--- config.mk ---
export PLATFORM = sky130hd
export DESIGN_NAME = prw_top
export DESIGN_NICKNAME = d
export VERILOG_FILES = /design/src/hw/prw_pkg.sv /design/src/hw/prw_top.sv
export SDC_FILE = /design/constraint.sdc
export NUM_CORES = 1
export LEC_CHECK = 0
export ABC_AREA = 1
export BUFFER_PORTS_ARGS = -buffer_cell sky130_fd_sc_hd__buf_2
export CORE_AREA = 10 10 155 157
export CTS_CLUSTER_DIAMETER = 50
export CTS_CLUSTER_SIZE = 14
export DETAILED_ROUTE_END_ITERATION = 16
export DIE_AREA = 0 0 165 167
export HOLD_SLACK_MARGIN = 0.08
export PLACE_DENSITY = 0.76
export SETUP_SLACK_MARGIN = 0.2
export SYNTH_ARGS = -nofsm -noshare
export SYNTH_HDL_FRONTEND = slang
export SYNTH_SLANG_ARGS = --single-unit
--- constraint.sdc ---
create_clock -name mclk_i -period 2 [get_ports mclk_i]
set_clock_uncertainty 0.05 [all_clocks]
set_input_delay 0.3 -clock mclk_i [delete_from_list [all_inputs] [get_ports mclk_i]]
set_output_delay 0.3 -clock mclk_i [all_outputs]
set_load 0.02 [all_outputs]
--- src/hw/prw_pkg.sv ---
// Purpose: constants for the processor reset watchdog block
// Assumes: 200 MHz mclk_i, AHB-Lite word registers
// Notes:   offsets are byte addresses, one aligned word each
package prw_pkg;
  // register byte offsets
  localparam logic [7:0] ADDR_WDT_SUP   = 8'h00;
  localparam logic [7:0] ADDR_WDT_FE    = 8'h04;
  localparam logic [7:0] ADDR_CTRL      = 8'h08;
  localparam logic [7:0] ADDR_CAUSE     = 8'h0c;
  localparam logic [7:0] ADDR_IRQ_STAT  = 8'h10;
  localparam logic [7:0] ADDR_IRQ_MASK  = 8'h14;
  localparam logic [7:0] ADDR_MON       = 8'h18;
  // control register fields
  localparam int CTRL_FE_RST    = 0;
  localparam int CTRL_RAD_EN    = 1;
  localparam int CTRL_BOM_EN    = 2;
  localparam int CTRL_IGNORE    = 3;
  localparam int CTRL_FE_WDT_EN = 4;
  localparam logic [31:0] CTRL_RESET = 32'h0000_0006; // monitors armed
  // cause register fields
  localparam int CAUSE_WDT = 0;
  localparam int CAUSE_CMD = 1;
  localparam int CAUSE_FE_WDT = 2;
  // interrupt event bits
  localparam int EV_RAD_SET   = 0;
  localparam int EV_RAD_CLR   = 1;
  localparam int EV_BOM_SET   = 2;
  localparam int EV_BOM_CLR   = 3;
  localparam int EV_FE_WDT    = 4;
  localparam int EV_STANDBY   = 5;
  localparam int EV_W = 6;
  // monitor status fields
  localparam int MON_RAD = 0;
  localparam int MON_BOM = 1;
  localparam int MON_SHUT = 2;
  localparam int MON_STBY = 3;
  // serial command word
  localparam int CMD_W = 16;
  localparam int CMD_RST_BIT = 0;
  // reset stretch width
  localparam int RST_WIDTH_NS = 1000;
  localparam int CLK_PERIOD_NS = 5;
  localparam int RST_CYC = (RST_WIDTH_NS + CLK_PERIOD_NS - 1) / CLK_PERIOD_NS;
  // ahb
  localparam logic [1:0] HTRANS_NONSEQ = 2'b10;
  localparam logic [2:0] HSIZE_WORD = 3'b010;
endpackage

--- src/hw/prw_top.sv ---
// Purpose: reset, watchdog and monitor logic of the processor assembly
// Assumes: strobe, monitor and standby pins pass a three-flop synchroniser; AHB-Lite register slave
// Notes:   all outputs are registered; clock enable freezes all state but reset loads, which act while it is low
//
// Contract
// - supervisory reset from power-on, watchdog expiry or command pulse.
// - watchdog is a 32-bit counter readable and writable by software.
// - reset loads preset; counter decrements until reloaded or expired.
// - watchdog terminal count drives board reset without software.
// - discrete reset is one pulse bit inside a 16-bit command word.
// - watchdog and command resets stretched to longest required width.
// - latched cause bits show watchdog or command reset origin.
// - front-end reset from power-on, own watchdog or supervisory wire.
// - front-end power-on and watchdog behave like supervisory ones.
// - front-end reset wire set by a read/write control register bit.
// - radiation set by default issues detector power shutdown.
// - monitor response programmable, can ignore monitor signals.
// - bright-object monitor handled like radiation monitor.
// - standby on spacecraft command, gating front-end power and clocks.
//
// Decided for this implementation: the AHB-Lite interface to the registers and the address map.
`timescale 1ns/1ps
module prw_top #(
  parameter logic [31:0] WDT_PRESET = 32'h0100_0000,
  parameter int          RST_CYC    = prw_pkg::RST_CYC
) (
  // clock, reset, enable
  input  wire logic        mclk_i,
  input  wire logic        resetn_i,
  input  wire logic        ce_i,
  // ahb-lite slave
  input  wire logic        hsel_i,
  input  wire logic [7:0]  haddr_i,
  input  wire logic [1:0]  htrans_i,
  input  wire logic        hwrite_i,
  input  wire logic [2:0]  hsize_i,
  input  wire logic [31:0] hwdata_i,
  input  wire logic        hready_i,
  output logic      [31:0] hrdata_o,
  output logic             hreadyout_o,
  output logic             hresp_o,
  // serial command word from command unit
  input  wire logic [15:0] cmd_word_i,
  input  wire logic        cmd_strobe_i,
  // spacecraft monitor and standby pins
  input  wire logic        rad_set_i,
  input  wire logic        rad_clr_i,
  input  wire logic        bom_set_i,
  input  wire logic        bom_clr_i,
  input  wire logic        standby_i,
  // resets and controls out
  output logic             sup_rst_o,
  output logic             fe_rst_o,
  output logic             det_shutdown_o,
  output logic             fe_power_off_o,
  output logic             clk_stop_o,
  output logic             irq_o
);
  localparam int SYNC_N = 6;
  localparam int CW = $clog2(RST_CYC + 1);
  localparam int EV_W_L = prw_pkg::EV_W;
  // bit positions of the pins inside the synchroniser vector
  localparam int P_RAD_SET = 0;
  localparam int P_RAD_CLR = 1;
  localparam int P_BOM_SET = 2;
  localparam int P_BOM_CLR = 3;
  localparam int P_CMD_STB = 4;
  localparam int P_STANDBY = 5;

  // three-flop synchronisers for the asynchronous pins
  // the first stage may go metastable, so only the second and
  // third stages are ever compared; a pin pulse shorter than two
  // clocks may be lost, so the far side must hold its pins longer
  logic [SYNC_N-1:0] s1_r;
  logic [SYNC_N-1:0] s2_r;
  logic [SYNC_N-1:0] s3_r;
  wire  [SYNC_N-1:0] pin_raw = {standby_i, cmd_strobe_i,
                                bom_clr_i, bom_set_i, rad_clr_i, rad_set_i};
  // change counts only once second and third stages agree
  logic [SYNC_N-1:0] lvl_r;
  wire  [SYNC_N-1:0] lvl_nxt = (s2_r == s3_r) ? s3_r : lvl_r;
  wire  [SYNC_N-1:0] rise = lvl_nxt & ~lvl_r;
  // command word is a level, sampled each clock, used on strobe edge
  logic [15:0] cmd_word_r;

  // registers, each one aligned word on the bus
  // 00 supervisory watchdog, 04 front-end watchdog, 08 control,
  // 0c reset cause, 10 event status (write one to clear),
  // 14 event mask, 18 monitor and standby state (read only)
  // watchdog, control, mask and status return to defaults on any
  // supervisory reset; only the cause bits wait for power-on to clear
  logic [31:0] wdt_sup_r;
  logic [31:0] wdt_fe_r;
  logic [31:0] ctrl_r;
  logic [2:0]  cause_r;
  logic [EV_W_L-1:0] stat_r;
  logic [EV_W_L-1:0] mask_r;
  logic        rad_r;
  logic        bom_r;
  logic        shut_r;
  logic        stby_r;
  // stretch counters, nonzero while a board is held in reset
  logic [CW-1:0] sup_cnt_r;
  logic [CW-1:0] fe_cnt_r;

  // ahb address phase capture
  // writes land at the end of the data phase, from the captured
  // address; reads decode the live address phase, so read data
  // leaves a flop without costing a wait state
  // non-word sizes are never taken: no write, and read data zero
  logic        ph_wr_r;
  logic [7:0]  ph_addr_r;
  wire acc = hsel_i & hready_i & (htrans_i == prw_pkg::HTRANS_NONSEQ)
             & (hsize_i == prw_pkg::HSIZE_WORD);
  wire rd = acc & ~hwrite_i;
  wire wr = ph_wr_r;
  // write strobe per register, from the captured address
  function automatic logic hit(input logic [7:0] a, input logic [7:0] o);
    hit = wr && (a == o);
  endfunction
  wire w_wdt_sup = hit(ph_addr_r, prw_pkg::ADDR_WDT_SUP);
  wire w_wdt_fe  = hit(ph_addr_r, prw_pkg::ADDR_WDT_FE);
  wire w_ctrl    = hit(ph_addr_r, prw_pkg::ADDR_CTRL);
  wire w_stat    = hit(ph_addr_r, prw_pkg::ADDR_IRQ_STAT);
  wire w_mask    = hit(ph_addr_r, prw_pkg::ADDR_IRQ_MASK);

  // watchdog terminal counts
  // the count stops at zero, the front-end one only while enabled in
  // control; a terminal count stays up until the board reset that it causes reloads the preset
  wire sup_tc = (wdt_sup_r == 32'h0000_0000);
  wire fe_tc  = ctrl_r[prw_pkg::CTRL_FE_WDT_EN]
                & (wdt_fe_r == 32'h0000_0000);
  // command reset pulse bit in the 16-bit word
  // the word counts only on the strobe edge; changes while the
  // strobe is low do nothing
  wire cmd_rst = rise[P_CMD_STB] & cmd_word_r[prw_pkg::CMD_RST_BIT];
  // a board stays in reset while its stretch counter runs
  wire sup_busy = (sup_cnt_r != '0);
  wire fe_busy  = (fe_cnt_r != '0);
  // board resets: any source resets the whole board
  wire sup_rst_any = ~resetn_i | sup_busy;
  wire fe_rst_any  = sup_rst_any | fe_busy
                     | ctrl_r[prw_pkg::CTRL_FE_RST];

  // monitor decode; ignore mode drops every monitor event
  // set and clear come on separate pins, state keeps the last edge;
  // set and clear in one cycle leave the state set
  // ignore freezes the state: a shutdown already on stays on
  wire ign = ctrl_r[prw_pkg::CTRL_IGNORE];
  wire rad_on  = rise[P_RAD_SET] & ~ign;
  wire rad_off = rise[P_RAD_CLR] & ~ign;
  wire bom_on  = rise[P_BOM_SET] & ~ign;
  wire bom_off = rise[P_BOM_CLR] & ~ign;
  wire rad_nxt = rad_on | (rad_r & ~rad_off);
  wire bom_nxt = bom_on | (bom_r & ~bom_off);
  wire shut_nxt = (rad_nxt & ctrl_r[prw_pkg::CTRL_RAD_EN])
                  | (bom_nxt & ctrl_r[prw_pkg::CTRL_BOM_EN]);
  wire stby_nxt = lvl_r[P_STANDBY];

  // event vector; set beats a simultaneous write-one clear
  wire [EV_W_L-1:0] ev = {rise[P_STANDBY], fe_tc, bom_off, bom_on,
                          rad_off, rad_on};
  wire [EV_W_L-1:0] stat_nxt =
    (stat_r & ~(w_stat ? hwdata_i[EV_W_L-1:0] : '0)) | ev;

  // read mux on the live address phase
  // a watchdog read returns the count at the address phase edge
  wire [31:0] rd_val =
    (haddr_i == prw_pkg::ADDR_WDT_SUP)  ? wdt_sup_r :
    (haddr_i == prw_pkg::ADDR_WDT_FE)   ? wdt_fe_r :
    (haddr_i == prw_pkg::ADDR_CTRL)     ? ctrl_r :
    (haddr_i == prw_pkg::ADDR_CAUSE)    ? {29'h0, cause_r} :
    (haddr_i == prw_pkg::ADDR_IRQ_STAT) ? {26'h0, stat_r} :
    (haddr_i == prw_pkg::ADDR_IRQ_MASK) ? {26'h0, mask_r} :
    (haddr_i == prw_pkg::ADDR_MON)
      ? {28'h0, stby_r, shut_r, bom_r, rad_r} : 32'h0000_0000;

  // synchronisers
  // clock enable freezes the pin stages too, so pin edges that
  // come and go while it is low are lost to the block
  always_ff @(posedge mclk_i) begin
    if (!resetn_i) begin
      s1_r <= '0;
      s2_r <= '0;
      s3_r <= '0;
      lvl_r <= '0;
      cmd_word_r <= 16'h0000;
    end else if (ce_i) begin
      s1_r <= pin_raw;
      s2_r <= s1_r;
      s3_r <= s2_r;
      lvl_r <= lvl_nxt;
      // word must be stable before strobe rises
      cmd_word_r <= cmd_word_i;
    end
  end

  // ahb data phase, zero wait states
  always_ff @(posedge mclk_i) begin
    if (!resetn_i) begin
      ph_wr_r <= 1'b0;
      ph_addr_r <= 8'h00;
      hrdata_o <= 32'h0000_0000;
      hreadyout_o <= 1'b1;
      hresp_o <= 1'b0;
    end else if (ce_i) begin
      ph_wr_r <= acc & hwrite_i;
      ph_addr_r <= haddr_i;
      hrdata_o <= rd ? rd_val : 32'h0000_0000;
      hreadyout_o <= 1'b1;
      hresp_o <= 1'b0;
    end
  end

  // watchdogs: preset on reset, decrement, reload by write
  // a software write wins over the decrement in the same cycle
  // the front-end count only causes a reset once enabled in control
  // a preset of zero would hold a board in reset for good
  always_ff @(posedge mclk_i) begin
    if (sup_rst_any) begin
      wdt_sup_r <= WDT_PRESET;
    end else if (ce_i) begin
      if (w_wdt_sup) wdt_sup_r <= hwdata_i;
      else if (!sup_tc) wdt_sup_r <= wdt_sup_r - 32'h0000_0001;
    end
  end
  always_ff @(posedge mclk_i) begin
    if (fe_rst_any) begin
      wdt_fe_r <= WDT_PRESET;
    end else if (ce_i) begin
      if (w_wdt_fe) wdt_fe_r <= hwdata_i;
      else if (!fe_tc) wdt_fe_r <= wdt_fe_r - 32'h0000_0001;
    end
  end

  // reset stretchers; power-on loads the full width, so outputs stay high past its release
  // a fresh trigger while busy restarts the full width
  // the width is a parameter, set it to the slowest device's need
  always_ff @(posedge mclk_i) begin
    if (!resetn_i) begin
      sup_cnt_r <= CW'(RST_CYC);
      fe_cnt_r <= CW'(RST_CYC);
    end else if (ce_i) begin
      if (sup_tc | cmd_rst) sup_cnt_r <= CW'(RST_CYC);
      else if (sup_busy) sup_cnt_r <= sup_cnt_r - CW'(1);
      if (fe_tc) fe_cnt_r <= CW'(RST_CYC);
      else if (fe_busy) fe_cnt_r <= fe_cnt_r - CW'(1);
    end
  end

  // cause bits survive watchdog and command resets, cleared at power-on
  // a watchdog expiry replaces a stale command bit and the reverse
  // the front-end bit gathers until the next supervisory event
  always_ff @(posedge mclk_i) begin
    if (!resetn_i) begin
      cause_r <= 3'h0;
    end else if (ce_i) begin
      if (sup_tc & ~sup_busy) cause_r <= 3'h1;
      else if (cmd_rst) cause_r <= 3'h2;
      else if (fe_tc) cause_r[prw_pkg::CAUSE_FE_WDT] <= 1'b1;
    end
  end

  // control, interrupt and monitor state
  // any supervisory reset returns software state to its defaults
  // monitor state restarts clear; pins are then seen afresh
  always_ff @(posedge mclk_i) begin
    if (sup_rst_any) begin
      ctrl_r <= prw_pkg::CTRL_RESET;
      stat_r <= '0;
      mask_r <= '0;
      rad_r <= 1'b0;
      bom_r <= 1'b0;
      shut_r <= 1'b0;
      stby_r <= 1'b0;
    end else if (ce_i) begin
      if (w_ctrl) ctrl_r <= hwdata_i;
      if (w_mask) mask_r <= hwdata_i[EV_W_L-1:0];
      stat_r <= stat_nxt;
      rad_r <= rad_nxt;
      bom_r <= bom_nxt;
      shut_r <= shut_nxt;
      stby_r <= stby_nxt;
    end
  end

  // output flops
  // one flop after the decode, so every output is glitch free
  // reset outputs are high through power-on, before counters run
  always_ff @(posedge mclk_i) begin
    if (!resetn_i) begin
      sup_rst_o <= 1'b1;
      fe_rst_o <= 1'b1;
      det_shutdown_o <= 1'b0;
      fe_power_off_o <= 1'b0;
      clk_stop_o <= 1'b0;
      irq_o <= 1'b0;
    end else if (ce_i) begin
      sup_rst_o <= sup_rst_any;
      fe_rst_o <= fe_rst_any;
      det_shutdown_o <= shut_r;
      fe_power_off_o <= stby_r;
      clk_stop_o <= stby_r;
      irq_o <= |(stat_r & mask_r);
    end
  end
endmodule

==> flow_metrics.py <==
metrics = {
    "placed_design": {
        "place_hpwl_um": 28390,
        "placed_cell_area_mm2": 0.01245,
        "dp_slack_ns": -0.04061,
        "place_congestion": 0.9501,
        "io_buffer_count": 95,
    },
    "finish": {
        "antennaDiodeCount": 0,
        "regArea_mm2": 0.004064,
        "multi_input_area_mm2": 0.006596,
        "drive_gt1_share_pct": 26.14,
        "finalInstanceArea_mm2": 0.01506,
        "nets": 2010,
        "areaGrowthSynthToFinish_pct": 35.79,
        "fillers": 1619,
    },
    "yosys": {
        "yosysWarnings": 0,
        "synthArstFlopShare_pct": 0,
        "synth_cell_type_count": 41,
        "ys_ff_latch": 202,
        "syn_avg_cell_area_um2": 6.541,
        "synth_nets": 1774,
        "synth_edf_count": 0,
        "syn_area_mm2": 0.01109,
        "synthCells": 1696,
        "ys_seq_area_share_pct": 36.45,
        "yosys_most_used_dff": "dfxtp_1",
    },
    "power": {
        "pwr-share-seq_pct": 41.5,
        "p_total_mw": 10.04,
        "p_clk_share_pct": 49.7,
        "p_per_area_mw_per_mm2": 666.5,
        "p_leak_nw": 6.501,
        "swShare_pct": 26.49,
        "p_comb_share_pct": 8.8,
        "p_sw_mw": 2.659,
        "vdd_drop_max_v": 0.0006877,
        "p_int_mw": 7.380,
    },
    "die": {
        "die_x_um": 165,
        "core_mm2": 0.02082,
        "rows": 53,
        "io_pins": 113,
        "die_h_um": 167,
        "start_util_pct": 53.27,
        "die-area_mm2": 0.02756,
    },
    "setup_path": {
        "cpPeakStageDelay_ns": 0.35,
        "critPathRequiredTime_ns": 2.42,
        "cp.arrival_ns": 2.35,
        "rr_endpoint": "wdt_fe_r[21]",
        "worstRegToRegCells": 13,
        "crit_type": "flop to flop",
        "reg2reg_from": "wdt_fe_r[0]",
        "slowest_stage": "dfxtp_1",
        "worst-path-max-fanout": 19,
        "r2r_setup_slack_ns": 0.07,
        "start_kind": "flop",
        "path_cells": "inv_2, ha_4, nand2_2, nor2_4, nand2_2, nor2_4, nand3_2, nand2_4, inv_4, buf_12, nand2_1, nand2_1, a21oi_4",
        "crit_path_end_kind": "flop",
    },
    "global_routing": {
        "grt_max_degree": 57,
        "grt_first_pass_wirelength_um": 62060,
        "overflow": 0,
        "grt_pass1_vias": 11756,
        "grt_usage_pct": 27.62,
        "antenna_found_initial": 1,
    },
    "sta": {
        "finalSetupViolCount": 0,
        "rsz0062_at_grt": "yes",
        "setup_ws_ns": 0.06962,
        "worstMarginPinSlew_ns": 0.6103,
        "hold_violations": 0,
        "max_freq_mhz": 518.0,
        "fin_crit_ns": 1.930,
        "drv_slew": 0,
        "relSlewSlack_pct": 59.25,
        "min_period_over_period_pct": 96.52,
    },
    "worst_hold_path": {
        "hold_class": "input pin to flop",
        "whs_endpoint": "ctrl_r[29]",
        "whs_path_depth": 3,
        "min_from": "hwdata_i[29]",
    },
    "route": {
        "ant_nets": 0,
        "wire_per_inst_um": 18.88,
        "drc_errors": 0,
        "routed_via_density": 5.839,
        "first_pass_iters": 6,
        "first_iter_violations": 1401,
        "totalWireLength_um": 42020,
        "dr_total_vias": 12998,
    },
    "cts": {
        "clk_pin_slew_ns": 0.06,
        "cts_tree": "built",
        "cts_buffer_depth": 3,
        "clk_latency_ns": 0.54,
        "cts_made_buffers": 26,
        "clock_tree.root_cell": "clkbuf_16",
        "cts.sink_count": 202,
        "htree_levels": 1,
    },
    "run_status": {
        "status": "finished, final reports clean",
    },
    "job": {
        "maxCapViolations": 0,
    },
}
==> layout by cell type, fill, tap and decap left out, types with 5 or more instances in the layout <==
| master | Yosys | final |
|---|---|---|
| o21ai_0 | 124 | 107 |
| o221ai_1 | 18 | 18 |
| o21ai_2 | 0 | 36 |
| dfxtp_1 | 202 | 186 |
| nor3_2 | 3 | 7 |
| nor3_1 | 21 | 16 |
| dfxtp_2 | 0 | 16 |
| clkbuf_16 | 0 | 32 |
| nand4_1 | 28 | 28 |
| a211oi_2 | 2 | 7 |
| nor2_4 | 4 | 14 |
| nand3_2 | 1 | 5 |
| buf_8 | 0 | 5 |
| xor2_1 | 22 | 22 |
| a21oi_1 | 197 | 174 |
| buf_6 | 8 | 8 |
| nor2_1 | 225 | 191 |
| buf_12 | 0 | 15 |
| buf_4 | 10 | 114 |
| dlygate4sd3_1 | 0 | 43 |
| a211oi_1 | 11 | 6 |
| nand2_1 | 371 | 348 |
| nor2_2 | 8 | 33 |
| o21ai_1 | 38 | 14 |
| nand2_4 | 2 | 7 |
| inv_2 | 6 | 13 |
| o21ai_4 | 0 | 5 |
| a21oi_2 | 19 | 39 |
| o211ai_1 | 19 | 19 |
| inv_1 | 173 | 162 |
| nand3b_1 | 5 | 5 |
| buf_2 | 19 | 95 |
| nand2_2 | 3 | 20 |
| nand3_1 | 86 | 81 |
==> stage by stage <==
stage / utilization (%) / hold WS (ns) / setup TNS [ns] / cells
5_1_grt: 72.34 / 0.08500 / -0.2257 / 2226
2_1_floorplan: - / 0.3740 / 0 / 1696
3_3_place_gp: 59.78 / 0.3817 / 0 / 2093
6_report: 72.34 / 0.08238 / 0 / 2226
3_5_place_dp: 59.78 / 0.3866 / -0.4506 / 2093
4_1_cts: 68.12 / 0.08025 / 0 / 2198
==> cells by family after synthesis <==
| logic type | count (synthesis) | synth area share, % |
|---|---|---|
| and+or+nand+nor | 763 | 29.02 |
| AOI/OAI and AO/OA | 434 | 21.77 |
| buffers and inverters | 264 | 10.07 |
| DFF | 202 | 36.45 |
| xor gates and xnor gates | 26 | 2.053 |
| adders and majority gates | 5 | 0.5640 |
| other | 2 | 0.06770 |
==> area by class of cell <==
type                    count  area share (%)
multi-input cells        1231           43.79
flip-flops and latches    202           26.98
repair buffers            287           15.98
inverters                 184           4.876
clock buffers              29           4.535
well taps                 275           2.284
clock inverters            18           1.553
==> registers in the layout, indices dropped and copies added (netlist names), 3 cells and up <==
signal	count
ctrl_r	32
hrdata_o	32
wdt_fe_r	32
wdt_sup_r	32
fe_cnt_r	8
ph_addr_r	8
sup_cnt_r	8
lvl_r	6
mask_r	6
s1_r	6
s2_r	6
s3_r	6
stat_r	6
cause_r	3
==> critical path: cells and delay by family, from the launching register on <==
kind	cells	cell delay, ns
buffers and inverters	3	0.30
flip-flops	1	0.35
AO/OA/AOI/OAI	1	0.14
AND/OR/NAND/NOR	8	0.87
adder cells (fa/ha/maj)	1	0.15
==> worst max path at each step <==
| stage | startpoint | end | slack [ns] | depth (start not counted) |
|---|---|---|---|---|
| 2_1_floorplan | wdt_fe_r[0] | wdt_fe_r[24] | 0.21 | 12 |
| 3_3_place_gp | sup_cnt_r[0] | wdt_fe_r[0] | 0.03 | 11 |
| 3_5_place_dp | sup_cnt_r[0] | wdt_fe_r[0] | -0.04 | 11 |
| 4_1_cts | wdt_fe_r[0] | wdt_fe_r[21] | 0.04 | 10 |
| 5_1_grt | wdt_sup_r[7] | wdt_sup_r[15] | -0.15 | 11 |
| 6_report | wdt_fe_r[0] | wdt_fe_r[21] | 0.07 | 13 |
==> power groups by stage <==
stage / combinational [mW] / clock, mW / sequential, mW
floorplan: 0.426 / 0 / 4.24
global route: 0.961 / 5.18 / 4.17
global placement: 0.666 / 0 / 4.24
finish: 0.888 / 4.99 / 4.16
CTS: 0.792 / 4.99 / 4.16
detailed placement: 0.682 / 0 / 4.24
==> Yosys cell counts (3+ instances only) <==
library cell	instances	area, µm²
nand2_1	371	1393
nor2_1	225	844.6
dfxtp_1	202	4044
a21oi_1	197	986.0
inv_1	173	649.4
o21ai_0	124	620.6
nand3_1	86	430.4
clkbuf_1	42	157.7
o21ai_1	38	190.2
nand4_1	28	175.2
xor2_1	22	192.7
nor3_1	21	105.1
a21oi_2	19	166.4
buf_2	19	95.09
o211ai_1	19	142.6
o221ai_1	18	157.7
a211oi_1	11	82.58
buf_4	10	75.07
buf_6	8	90.09
nor2_2	8	50.05
inv_2	6	22.52
ha_1	5	62.56
nand3b_1	5	37.54
nor2_4	4	45.04
xnor2_1	4	35.03
clkinv_1	3	11.26
nand2_2	3	18.77
nor3_2	3	30.03
==> layer usage <==
| metal | GRT usage, % | up-vias | routed length (µm) |
|---|---|---|---|
| met2 | 43.26 | 786 | 19140 |
| met1 | 37.18 | 5990 | 16340 |
| met4 | 9.746 | 2 | 1692 |
| met3 | 4.709 | 163 | 4839 |
| li1 | - | 6057 | - |
| met5 | 0 | - | 20 |
==> timing repair <==
item	in CTS	in global routing
cloned	2	6
setup endpoints to repair	135	139
endpoints found under the hold margin	42	1
buffers inserted	14	21
hold buffers	42	1
pin swaps	17	26
resized for setup	64	185
(Power assumes the default switching activity.)
